## config.mk

```make
export PLATFORM = sky130hd
export DESIGN_NAME = ptpcc_clock_control
export DESIGN_NICKNAME = d
export VERILOG_FILES = /design/src/core/ptpcc_pkg.sv /design/src/core/ptpcc_time_alu.sv /design/src/core/ptpcc_clock_control.sv
export SDC_FILE = /design/constraint.sdc
export NUM_CORES = 1
export LEC_CHECK = 0
export BUFFER_PORTS_ARGS = -buffer_cell sky130_fd_sc_hd__buf_2
export CAP_MARGIN = 10
export CORE_MARGIN = 2
export CORE_UTILIZATION = 40
export CTS_CLUSTER_SIZE = 30
export DETAILED_ROUTE_END_ITERATION = 16
export PLACE_DENSITY = 0.56
export SLEW_MARGIN = 20
export SYNTH_ARGS = -nofsm -noshare
export SYNTH_HDL_FRONTEND = slang
export SYNTH_SLANG_ARGS = --single-unit
```

## constraint.sdc

```tcl
create_clock -name hclk -period 8.4 [get_ports hclk]
set_input_delay 0.42 -clock hclk [delete_from_list [all_inputs] [get_ports hclk]]
set_output_delay 0.42 -clock hclk [all_outputs]
set_load 0.02 [all_outputs]
```

## src/core/ptpcc_pkg.sv

```systemverilog
// package for the ptp clock control block: register indices, field positions,
// reset values, timing counts and the shared types.
// assumes a 250 MHz hclk and a 32-bit ahb-lite register bus.
`default_nettype none
package ptpcc_pkg;
   // register indices; byte address is four times the index
   localparam logic [11:0] IDX_CTRL = 12'h500;
   localparam logic [11:0] IDX_PHASE = 12'h502;
   localparam logic [11:0] IDX_NS_HI = 12'h504;
   localparam logic [11:0] IDX_NS_LO = 12'h506;
   localparam logic [11:0] IDX_SEC_HI = 12'h508;
   localparam logic [11:0] IDX_SEC_LO = 12'h50a;
   localparam logic [11:0] IDX_RATE_HI = 12'h50c;
   localparam logic [11:0] IDX_RATE_LO = 12'h50e;
   // control register fields
   localparam int CTRL_FREQ_DIS = 15;
   localparam int CTRL_STEP = 6;
   localparam int CTRL_STEP_DIR = 5;
   localparam int CTRL_READ = 4;
   localparam int CTRL_LOAD = 3;
   localparam int CTRL_CONT = 2;
   localparam int CTRL_EN = 1;
   localparam int CTRL_RST = 0;
   localparam logic [15:0] CTRL_MASK = 16'h807f;
   localparam logic [15:0] CTRL_RESET = 16'h0000;
   // rate high word fields
   localparam int RATE_SIGN = 15;
   localparam int RATE_TEMP = 14;
   localparam logic [15:0] RATE_HI_MASK = 16'h3fff;
   localparam logic [15:0] WORD_RESET = 16'h0000;
   localparam logic [2:0] PHASE_RESET = 3'h0;
   localparam logic [2:0] PHASE_MAX = 3'h4;
   // timing
   localparam int CLK_PERIOD_NS = 4;
   localparam int TICK_NS = 40;
   localparam int TICK_CYCLES = TICK_NS / CLK_PERIOD_NS;
   localparam logic [3:0] DIV_LAST = 4'(TICK_CYCLES - 1);
   localparam logic [3:0] DIV_RESET = 4'h0;
   localparam logic [7:0] NS_PER_TICK = 8'(TICK_NS);
   localparam logic [32:0] NS_PER_SEC = 33'h03b9aca00;

   typedef struct packed {
      logic [31:0] sec;
      logic [31:0] ns;
   } ptpcc_time_t;

   typedef enum logic [1:0] {
      BUS_IDLE,
      BUS_WRITE,
      BUS_READ
   } ptpcc_bus_state_t;

   typedef struct packed {
      ptpcc_bus_state_t bus;
      logic [11:0] idx;
      logic hit;
      logic ready;
      logic [31:0] rdata;
      logic [15:0] ctrl;
      logic [2:0] phase;
      logic [15:0] ns_hi;
      logic [15:0] ns_lo;
      logic [15:0] sec_hi;
      logic [15:0] sec_lo;
      logic [15:0] rate_hi;
      logic [15:0] rate_lo;
      logic [3:0] div;
      ptpcc_time_t now;
      logic [29:0] frac;
      logic tick;
      logic follow;
      logic corr_pulse;
      logic corr_up;
   } ptpcc_state_t;
endpackage : ptpcc_pkg
`default_nettype wire

```

## src/core/ptpcc_time_alu.sv

```systemverilog
// seconds/nanoseconds adder-subtractor for the ptp clock.
// assumes both nanosecond inputs are already below one second.
`default_nettype none
module ptpcc_time_alu (
   input wire ptpcc_pkg::ptpcc_time_t a,
   input wire ptpcc_pkg::ptpcc_time_t d,
   input wire logic add,
   output ptpcc_pkg::ptpcc_time_t r
);
   logic [32:0] ns_sum;
   logic [32:0] ns_fix;

   // nanoseconds wrap at one billion with a carry or borrow into seconds
   always_comb begin
      ns_sum = {1'b0, a.ns} + {1'b0, d.ns};
      ns_fix = ns_sum - ptpcc_pkg::NS_PER_SEC;
      r.sec = a.sec;
      r.ns = a.ns;
      if (add) begin
         if (ns_sum >= ptpcc_pkg::NS_PER_SEC) begin
            r.ns = ns_fix[31:0];
            r.sec = a.sec + d.sec + 32'h1;
         end else begin
            r.ns = ns_sum[31:0];
            r.sec = a.sec + d.sec;
         end
      end else begin
         if (a.ns >= d.ns) begin
            r.ns = a.ns - d.ns;
            r.sec = a.sec - d.sec;
         end else begin
            // borrow one second; add before subtract so nothing underflows
            r.ns = 32'(({1'b0, a.ns} + ptpcc_pkg::NS_PER_SEC) - {1'b0, d.ns});
            r.sec = a.sec - d.sec - 32'h1;
         end
      end
   end
endmodule : ptpcc_time_alu
`default_nettype wire

```

## src/core/ptpcc_clock_control.sv

```systemverilog
// ptp real-time clock control: registers, time keeping and commands.
// assumes a single ahb-lite master, 250 MHz hclk, word accesses only.
`default_nettype none
module ptpcc_clock_control (
   input wire logic hclk,
   input wire logic hresetn,
   input wire logic hsel,
   input wire logic [31:0] haddr,
   input wire logic [1:0] htrans,
   input wire logic hwrite,
   input wire logic [2:0] hsize,
   input wire logic [31:0] hwdata,
   input wire logic hready,
   output logic hreadyout,
   output logic hresp,
   output logic [31:0] hrdata,
   output ptpcc_pkg::ptpcc_time_t rtc_time,
   output logic rtc_tick,
   output logic timer_follow_adj,
   output logic timer_corr_pulse,
   output logic timer_corr_up
);
   ptpcc_pkg::ptpcc_state_t s;
   ptpcc_pkg::ptpcc_state_t next_s;
   ptpcc_pkg::ptpcc_time_t alu_d;
   ptpcc_pkg::ptpcc_time_t alu_r;
   ptpcc_pkg::ptpcc_time_t staged;
   logic alu_add;
   logic tick_now;
   logic [30:0] frac_sum;
   logic [30:0] frac_diff;
   logic [29:0] rate;
   logic rate_up;
   logic frac_carry;
   logic [7:0] tick_ns;

   // register read mux; reserved and unmapped bits read as zero
   function automatic logic [31:0] read_reg(input ptpcc_pkg::ptpcc_state_t st,
                                            input logic [11:0] idx);
      logic [15:0] v;
      v = 16'h0000;
      unique case (idx)
         ptpcc_pkg::IDX_CTRL: v = st.ctrl & ptpcc_pkg::CTRL_MASK;
         ptpcc_pkg::IDX_PHASE: v = {13'h0000, st.phase};
         ptpcc_pkg::IDX_NS_HI: v = st.ns_hi;
         ptpcc_pkg::IDX_NS_LO: v = st.ns_lo;
         ptpcc_pkg::IDX_SEC_HI: v = st.sec_hi;
         ptpcc_pkg::IDX_SEC_LO: v = st.sec_lo;
         ptpcc_pkg::IDX_RATE_HI: v = st.rate_hi;
         ptpcc_pkg::IDX_RATE_LO: v = st.rate_lo;
         default: v = 16'h0000;
      endcase
      return {16'h0000, v};
   endfunction : read_reg

   // word-sized access inside the low 16 kbyte window counts as a hit
   function automatic logic addr_hit(input logic [31:0] addr, input logic [2:0] size);
      return (addr[31:14] == 18'h00000) && (addr[1:0] == 2'h0) && (size == 3'h2);
   endfunction : addr_hit

   // staged time value assembled from the holding words
   assign staged.sec = {s.sec_hi, s.sec_lo};
   assign staged.ns = {s.ns_hi, s.ns_lo};

   // fractional rate accumulator; a wrap gives one extra or one missing ns
   assign rate = {s.rate_hi[13:0], s.rate_lo};
   assign rate_up = s.rate_hi[ptpcc_pkg::RATE_SIGN];
   assign frac_sum = {1'b0, s.frac} + {1'b0, rate};
   assign frac_diff = {1'b0, s.frac} - {1'b0, rate};
   assign frac_carry = s.ctrl[ptpcc_pkg::CTRL_CONT] &
                       (rate_up ? frac_sum[30] : frac_diff[30]);
   assign tick_now = (s.div == ptpcc_pkg::DIV_LAST);

   // per-tick advance: forty ns, nudged by one when the fraction wraps
   always_comb begin
      tick_ns = ptpcc_pkg::NS_PER_TICK;
      if (frac_carry) begin
         if (rate_up) begin
            tick_ns = ptpcc_pkg::NS_PER_TICK + 8'h01;
         end else begin
            tick_ns = ptpcc_pkg::NS_PER_TICK - 8'h01;
         end
      end
   end

   // one shared adder: tick cycles advance, other cycles serve a step
   always_comb begin
      if (tick_now) begin
         alu_d.sec = 32'h00000000;
         alu_d.ns = {24'h000000, tick_ns};
         alu_add = 1'b1;
      end else begin
         alu_d = staged;
         alu_add = s.ctrl[ptpcc_pkg::CTRL_STEP_DIR];
      end
   end

   ptpcc_time_alu u_alu (
      .a(s.now),
      .d(alu_d),
      .add(alu_add),
      .r(alu_r)
   );

   // next-state logic: time engine first, then the bus, so writes win
   always_comb begin
      next_s = s;
      next_s.tick = 1'b0;
      next_s.corr_pulse = 1'b0;

      // 25 MHz divider; its position is the 8 ns sub-cycle phase
      if (tick_now) begin
         next_s.div = ptpcc_pkg::DIV_RESET;
      end else begin
         next_s.div = s.div + 4'h1;
      end

      // commands wait for a non-tick cycle so the advance is never lost
      if (tick_now) begin
         next_s.tick = 1'b1;
         if (s.ctrl[ptpcc_pkg::CTRL_EN]) begin
            next_s.now = alu_r;
            if (s.ctrl[ptpcc_pkg::CTRL_CONT]) begin
               next_s.frac = rate_up ? frac_sum[29:0] : frac_diff[29:0];
            end
            // switch timers see corrections only while following is on
            next_s.corr_pulse = frac_carry & ~s.ctrl[ptpcc_pkg::CTRL_FREQ_DIS];
            next_s.corr_up = rate_up;
         end
      end else if (s.ctrl[ptpcc_pkg::CTRL_RST]) begin
         next_s.now.sec = 32'h00000000;
         next_s.now.ns = 32'h00000000;
         next_s.frac = 30'h00000000;
         next_s.ctrl[ptpcc_pkg::CTRL_RST] = 1'b0;
      end else if (s.ctrl[ptpcc_pkg::CTRL_LOAD]) begin
         next_s.now = staged;
         // an invalid phase code loads as slot zero
         if (s.phase <= ptpcc_pkg::PHASE_MAX) begin
            next_s.div = {s.phase, 1'b0};
         end else begin
            next_s.div = ptpcc_pkg::DIV_RESET;
         end
         next_s.ctrl[ptpcc_pkg::CTRL_LOAD] = 1'b0;
      end else if (s.ctrl[ptpcc_pkg::CTRL_STEP]) begin
         next_s.now = alu_r;
         next_s.ctrl[ptpcc_pkg::CTRL_STEP] = 1'b0;
      end else if (s.ctrl[ptpcc_pkg::CTRL_READ]) begin
         next_s.phase = s.div[3:1];
         next_s.ns_hi = s.now.ns[31:16];
         next_s.ns_lo = s.now.ns[15:0];
         next_s.sec_hi = s.now.sec[31:16];
         next_s.sec_lo = s.now.sec[15:0];
         next_s.ctrl[ptpcc_pkg::CTRL_READ] = 1'b0;
      end

      next_s.follow = ~s.ctrl[ptpcc_pkg::CTRL_FREQ_DIS];

      // write data phase; a new command bit set here wins over its clear
      if (s.bus == ptpcc_pkg::BUS_WRITE && s.hit) begin
         unique case (s.idx)
            ptpcc_pkg::IDX_CTRL: begin
               next_s.ctrl = (hwdata[15:0] & ptpcc_pkg::CTRL_MASK) |
                             (next_s.ctrl & 16'h0059);
            end
            ptpcc_pkg::IDX_PHASE: next_s.phase = hwdata[2:0];
            ptpcc_pkg::IDX_NS_HI: next_s.ns_hi = hwdata[15:0];
            ptpcc_pkg::IDX_NS_LO: next_s.ns_lo = hwdata[15:0];
            ptpcc_pkg::IDX_SEC_HI: next_s.sec_hi = hwdata[15:0];
            ptpcc_pkg::IDX_SEC_LO: next_s.sec_lo = hwdata[15:0];
            ptpcc_pkg::IDX_RATE_HI: next_s.rate_hi = hwdata[15:0];
            ptpcc_pkg::IDX_RATE_LO: next_s.rate_lo = hwdata[15:0];
            default: next_s.ctrl = next_s.ctrl;
         endcase
      end

      // read data phase: one wait state so hrdata comes from a flop
      if (s.bus == ptpcc_pkg::BUS_READ) begin
         next_s.rdata = s.hit ? read_reg(s, s.idx) : 32'h00000000;
         next_s.ready = 1'b1;
      end

      // address phase
      next_s.bus = ptpcc_pkg::BUS_IDLE;
      if (hsel && hready && htrans[1]) begin
         next_s.idx = haddr[13:2];
         next_s.hit = addr_hit(haddr, hsize);
         if (hwrite) begin
            next_s.bus = ptpcc_pkg::BUS_WRITE;
         end else begin
            next_s.bus = ptpcc_pkg::BUS_READ;
            next_s.ready = 1'b0;
         end
      end
   end

   // state register
   always_ff @(posedge hclk or negedge hresetn) begin
      if (!hresetn) begin
         s.bus <= ptpcc_pkg::BUS_IDLE;
         s.idx <= 12'h000;
         s.hit <= 1'b0;
         s.ready <= 1'b1;
         s.rdata <= 32'h00000000;
         s.ctrl <= ptpcc_pkg::CTRL_RESET;
         s.phase <= ptpcc_pkg::PHASE_RESET;
         s.ns_hi <= ptpcc_pkg::WORD_RESET;
         s.ns_lo <= ptpcc_pkg::WORD_RESET;
         s.sec_hi <= ptpcc_pkg::WORD_RESET;
         s.sec_lo <= ptpcc_pkg::WORD_RESET;
         s.rate_hi <= ptpcc_pkg::WORD_RESET;
         s.rate_lo <= ptpcc_pkg::WORD_RESET;
         s.div <= ptpcc_pkg::DIV_RESET;
         s.now <= 64'h0000000000000000;
         s.frac <= 30'h00000000;
         s.tick <= 1'b0;
         s.follow <= 1'b1;
         s.corr_pulse <= 1'b0;
         s.corr_up <= 1'b0;
      end else begin
         s <= next_s;
      end
   end

   // outputs straight from the state flops; response is always okay
   assign hreadyout = s.ready;
   assign hresp = 1'b0;
   assign hrdata = s.rdata;
   assign rtc_time = s.now;
   assign rtc_tick = s.tick;
   assign timer_follow_adj = s.follow;
   assign timer_corr_pulse = s.corr_pulse;
   assign timer_corr_up = s.corr_up;
endmodule : ptpcc_clock_control
`default_nettype wire

```

Word-level counts from Yosys, hierarchy flattened

Index checks and enable logic that the tools add are counted.

Register bits: 265
Bits of input ports: 74
Output and inout bits: 102
Word-level logic and storage cells: 121

Add/subtract/negate cells: 12
Magnitude comparators: 3
Equal/unequal tests: 14
Mux-type cells: 51
Bitwise operators: 4
Reductions and logical operators: 15

Operators by type and width:

| operator                 | number |
|---|---|
| $mux W64                 | 7 |
| $mux W67                 | 4 |
| $mux W94                 | 2 |
| $mux W16                 | 8 |
| $pmux W16 S8             | 1 |
| $mux W106                | 1 |
| $eq A12 B11 Y1 const B   | 8 |
| $sub A32 B32 Y32         | 3 |
| $mux W30                 | 3 |
| $mux W68                 | 1 |
| $add A32 B32 Y33         | 1 |
| $ge A33 B30 Y1 const B   | 1 |
| $mux W33                 | 1 |
| $add A32 B1 Y32 const B  | 1 |
| $add A32 B30 Y32 const B | 1 |
| $add A32 B32 Y32         | 1 |
| $ge A32 B32 Y1           | 1 |
| $sub A32 B1 Y32 const B  | 1 |
| $sub A32 B30 Y32 const B | 1 |
| $add A30 B30 Y31         | 1 |
| $sub A30 B30 Y31         | 1 |
| $mux W4                  | 6 |
| $logic_not A18 Y1        | 1 |
| $or A16 B7 Y16           | 1 |
| other kinds (20)         | 42 |

Depth between registers and ports, before layout

Depth after elaboration: 13
Mapped depth: 37
Mapped depth without buffers: 35

Cells and area by module

From an unflattened synthesis, not the netlist that was laid out.

Cells, all modules: 3,585
Area total of the unflattened synthesis: 27,849.2 um2

Modules (own cells, without submodules):

| module              | instances | cells an instance | area each (um2) | sequential area each (um2) |
|---|---|---|---|---|
| ptpcc_clock_control | 1         | 1,726             | 15,317.2        | 6,033.3 |
| ptpcc_time_alu      | 1         | 1,859             | 12,532.0        | 0.0 |

Worst setup path before layout

OpenSTA, ideal clock, no wires.

Kind: register -> register
Start: register s[4] (netlist name)
End: register s (netlist bit rtc_time[54])
Library setup time: 0.087 ns
Arrival time: 6.940 ns
Data required time: 8.313 ns
Path slack: 1.374 ns
Stages on the path, launching flop included: 34
Period minus slack after synthesis: 7.026 ns
Cells stage by stage: dfrtp_1 > ha_1 > fa_1 > nand2b_1 > a21o_1 > a21oi_1 > o21ai_0 > a2111o_1 > nor4bb_1 > o31ai_1 > a21oi_1 > nor2_1 > a211oi_1 > nor3_1 > o41ai_1 > o21ai_0 > ha_1 > fa_1 > a211oi_1 > o41a_1 > o21bai_1 > a21oi_1 > xnor2_1 > ha_1 > nor2_1 > mux2i_1 > a311oi_1 > o2111ai_1 > o2111ai_1 > a211o_2 > nand3_2 > or4_1 > o31a_1 > o211ai_1

Word-level cells in the longest chain between the ends: 13

Ends and longest elaborated chain:

| item                                                 | RTL line                                             | RTL |
|---|---|---|
| from (decl)                                          | ptpcc_clock_control.sv:23                            | `ptpcc_pkg::ptpcc_state_t s;` |
| from (signal assigned)                               | ptpcc_clock_control.sv:220                           | `s <= next_s;` |
| $sub A30 B30 Y31 or $add A30 B30 Y31 (tied branches) | ptpcc_clock_control.sv:69, ptpcc_clock_control.sv:68 |  |
| $mux W1 *                                            | ptpcc_clock_control.sv:71                            | `(rate_up ? frac_sum[30] : frac_diff[30]);` |
| $and A1 B1 Y1 *                                      | ptpcc_clock_control.sv:70                            | `assign frac_carry = s.ctrl[ptpcc_pkg::CTRL_CONT] &` |
| $mux W8 *                                            | ptpcc_clock_control.sv:77                            | `if (frac_carry) begin` |
| $mux W64 *                                           | ptpcc_clock_control.sv:88                            | `if (tick_now) begin` |
| $add A32 B32 Y33                                     | ptpcc_time_alu.sv:15                                 | `ns_sum = {1'b0, a.ns} + {1'b0, d.ns};` |
| $ge A33 B30 Y1                                       | ptpcc_time_alu.sv:20                                 | `if (ns_sum >= ptpcc_pkg::NS_PER_SEC) begin` |
| $mux W64                                             | ptpcc_time_alu.sv:20                                 |  |
| $mux W64 *                                           | ptpcc_time_alu.sv:19                                 | `if (add) begin` |
| $mux W64                                             | ptpcc_clock_control.sv:144                           | `end else if (s.ctrl[ptpcc_pkg::CTRL_STEP]) begin` |
| $mux W64                                             | ptpcc_clock_control.sv:135                           | `end else if (s.ctrl[ptpcc_pkg::CTRL_LOAD]) begin` |
| $mux W64                                             | ptpcc_clock_control.sv:130                           | `end else if (s.ctrl[ptpcc_pkg::CTRL_RST]) begin` |
| $mux W94 *                                           | ptpcc_clock_control.sv:119                           | `if (tick_now) begin` |

Mark *: on every way between the ends. The rest lies on a longest branch, timed or not. The select of a mux whose other input is x is not followed.
A chain may end at the register's enable or synchronous reset.

Final worst setup path

Start: register s (netlist bit rate[0])
End: register s (netlist bit rtc_time[22])

Word-level cells in the longest chain between the ends: 13

Ends and longest elaborated chain:

| item                                                 | RTL line |
|---|---|
| $sub A30 B30 Y31 or $add A30 B30 Y31 (tied branches) | ptpcc_clock_control.sv:69, ptpcc_clock_control.sv:68 |
| $mux W1 *                                            | ptpcc_clock_control.sv:71 |
| $and A1 B1 Y1 *                                      | ptpcc_clock_control.sv:70 |
| $mux W8 *                                            | ptpcc_clock_control.sv:77 |
| $mux W64 *                                           | ptpcc_clock_control.sv:88 |
| $add A32 B32 Y33                                     | ptpcc_time_alu.sv:15 |
| $sub A32 B30 Y32 or $ge A33 B30 Y1 (tied branches)   | ptpcc_time_alu.sv:16, ptpcc_time_alu.sv:20 |
| $mux W64                                             | ptpcc_time_alu.sv:20 |
| $mux W64 *                                           | ptpcc_time_alu.sv:19 |
| $mux W64                                             | ptpcc_clock_control.sv:144 |
| $mux W64                                             | ptpcc_clock_control.sv:135 |
| $mux W64                                             | ptpcc_clock_control.sv:130 |
| $mux W94 *                                           | ptpcc_clock_control.sv:119 |

Marked as above.

==> run_results.csv <==
group,metric,value,unit
cells_and_area,fillerInstances,6768,
die,core,65700,um^2
cells_and_area,final_cell_mix,"378 x nand2_1, 276 x o21ai_0, 263 x nor2_1",
critical_path,critPathTopFamily,"compound AO/OA/AOI/OAI gates",
global_route,grt_pass1_wl,150000,um
die,die_x,262,um
global_route,grt_use_total,28.2,%
die,core.rowCount,94,
cts,cts_root_buffer,"clkbuf_16",
timing,fin_crit,8.03,ns
synthesis,synth_ff_type,"dfrtp_1",
synthesis,yosysSeqAreaShare,22.7,%
die,initial_core_util,40.4,%
cts,cts.path.max_buffers,3,
drt,routed_wl,98700,um
timing,setup_violations,0,
synthesis,synth_edf_count,0,
timing,worst_slew_pin_slew,1.17,ns
timing,finalCritPeriodShare,95.6,%
global_route,gr-total-overflow,0,
pwr,p_clk_share,16.2,%
critical_path,critical-path-slowest-cell,"a2111oi_4",
cts,cts.sinks,241,
timing,fin_ws,0.370,ns
synthesis,syn_inst,3450,
timing,final-max-slew-violation-count,0,
critical_path,startpoint,"rate[0]",
global_route,grt_pass1_vias,24200,
critical_path,worstSetupEndpointType,"flip-flop",
drt,vias_per_cell,5.97,
cts,cts_made_buffers,30,
cts,cts_tree,"done",
synthesis,ys_ff_latch,241,
pwr,p_comb_share,64.6,%
critical_path,critPathKind,"flip-flop to flip-flop",
cells_and_area,final_cell_area,28700,um^2
critical_path,ff2ff_setup_slack,0.37,ns
pwr,power_density,302,nW/um^2
pwr,internal-power,0.00426,W
critical_path,cpPeakStageDelay,0.51,ns
pwr,ir_drop,0.167,mV
synthesis,synth_warnings,0,
timing,fin_hold_ws,0.0398,ns
cells_and_area,postLayoutCoreUtil,43.7,%
die,die-area,68500,um^2
drt,vias,25800,
place,place_worst_setup_slack,0.156,ns
cells_and_area,antennaDiodeCount,0,
cells_and_area,nets,3763,
pwr,switching_share,50.9,%
timing,tns,0,ns
critical_path,cp.arrival,8.50,ns
place,dp_hpwl,74800,um
drt,route.detailed.drc,0,
drt,wl_per_cell,22.9,um
synthesis,synthArstFlopShare,100,%
critical_path,r2r_start,"rate[0]",
hold_path,hp-class,"input port to flip-flop",
place,gp_congestion,0.937,
pwr,p_leak,12.9,nW
die,die-height,262,um
pwr,sequentialPowerShare,19.3,%
place,portBuffers,141,
global_route,grt_max_degree,143,
cts,clkTransAtPathRegs,0.07,ns
cells_and_area,layout_commonest_cell,"nand2_1",
cts,cts.htree.levels,1,
timing,slew_headroom,21.8,%
outcome,status,"completed",
synthesis,syn-cell-area,26600,um^2
die,num_io_pins,176,
critical_path,crit_buf_inv,4,
timing,hold_viol,0,
cells_and_area,drive_above_1_share,10.6,%
cts,clock_latency,0.61,ns
drt,ant_nets,0,
critical_path,start_kind,"flip-flop",
timing,rsz0062_at_grt,"no",
critical_path,worstPathMaxFanout,31,
timing,skew,0.0237,ns
global_route,grt_antenna_before_repair,0,
drt,first_iter_violations,2534,
cells_and_area,areaGrowthSynthToFinish,8.09,%
pwr,power.net_switching,0.00441,W
cts,postCtsSetupBuffers,0,
place,place_area,27600,um^2
hold_path,min_from,"haddr[10]",
critical_path,required,8.87,ns
flow_run,drv_cap,0,
timing,max_freq,0.125,GHz
synthesis,syn_avg_cell_area,7.70,um^2
synthesis,synth_cell_types,99,
drt,first_pass_iters,7,
[sequential cells by signal, indices dropped and copies added, names as in the netlist]
register / flops
s: 125
rtc_time: 64
rate: 30
hrdata: 16
hreadyout: 1
rate_up: 1
rtc_tick: 1
timer_corr_pulse: 1
timer_corr_up: 1
timer_follow_adj: 1
[logic make-up (layout without fill, tap and decap cells)]
logic type	after synthesis	in the layout	synth area share, %
AO/OA/AOI/OAI	1064	1064	26.0
XOR/XNOR	226	226	7.45
adder cells (fa/ha/maj)	259	259	12.9
buffers and inverters	523	511	8.95
flip-flops	241	241	22.7
multiplexers	80	80	3.20
other	1	17	0.0141
AND/OR/NAND/NOR	1056	1056	18.8
[cell usage after synthesis (42+ instances only)]
cell type	instances	area [um^2]
o21ai_0	279	1400
ha_1	235	2940
buf_4	98	736
dfrtp_1	239	5980
inv_1	245	920
a21oi_1	265	1330
clkbuf_1	134	503
xnor2_1	178	1560
xor2_1	48	420
nand3_1	59	295
a31oi_1	42	263
nand2_1	380	1430
nor3_1	79	395
a22oi_1	57	428
a21o_1	58	435
nor2_1	267	1000
mux2i_1	58	581
[final timing paths]
check / endpoint / cells past startpoint
max: rtc_time[22] / 34
min: s[259] / 2
max reg2reg: rtc_time[22] / 34
min reg2reg: hrdata[12] / 2
max in group asynchronous: rtc_time[43] / 3
min in group asynchronous: s[11] / 2
[metal layers]
layer / up-vias / share of wire (%) / GRT usage, %
met1: 12500 / 45 / 39.8
met3: 154 / 6.7 / 3.33
met5: - / 0 / 0
li1: 12100 / - / -
met4: 0 / 2.9 / 7.94
met2: 955 / 45 / 45.3
[power by group through the flow]
stage | clock (W) | combinational (W) | sequential (W)
2_1_floorplan | 0 | 0.00424 | 0.00152
3_3_place_gp | 0 | 0.00547 | 0.00169
3_5_place_dp | 0 | 0.00544 | 0.00169
4_1_cts | 0.00142 | 0.00548 | 0.00167
5_1_grt | 0.00147 | 0.00612 | 0.00170
6_report | 0.00140 | 0.00559 | 0.00167
[worst reg2reg max path, delay by kind of cell (launching register included)]
family / cells / cell delay, ns
buffers and inverters: 4 / 0.59
xor gates and xnor gates: 1 / 0.20
adders and majority gates: 4 / 1.08
DFF: 1 / 0.44
and+or+nand+nor: 8 / 1.64
AOI/OAI and AO/OA: 17 / 3.96
[through the flow]
step | power (W) | cells
finish | 0.00866 | 4318
global route | 0.00928 | 4318
CTS | 0.00856 | 4318
detailed placement | 0.00712 | 4260
global placement | 0.00716 | 4260
floorplan | 0.00576 | 3466
[layout make-up]
class                           instances  area [um^2]  area share (%)
Sequential cell                       241         6030            21.0
Clock buffer                           33          772            2.69
Timing Repair Buffer                  204         1230            4.29
Inverter                              251          942            3.28
Clock inverter                         23          273           0.950
Multi-Input combinational cell       2702        18400            64.0
Tap cell                              864         1080            3.77
[what timing repair did]
| item | CTS | global route |
|---|---|---|
| resized for setup | 0 | 14 |
| hold buffers | 2 | 0 |
| endpoints found under the hold margin | 99 | 0 |
| setup endpoints to repair | 0 | 56 |
Note: power is estimated with default switching activity, not from simulation.
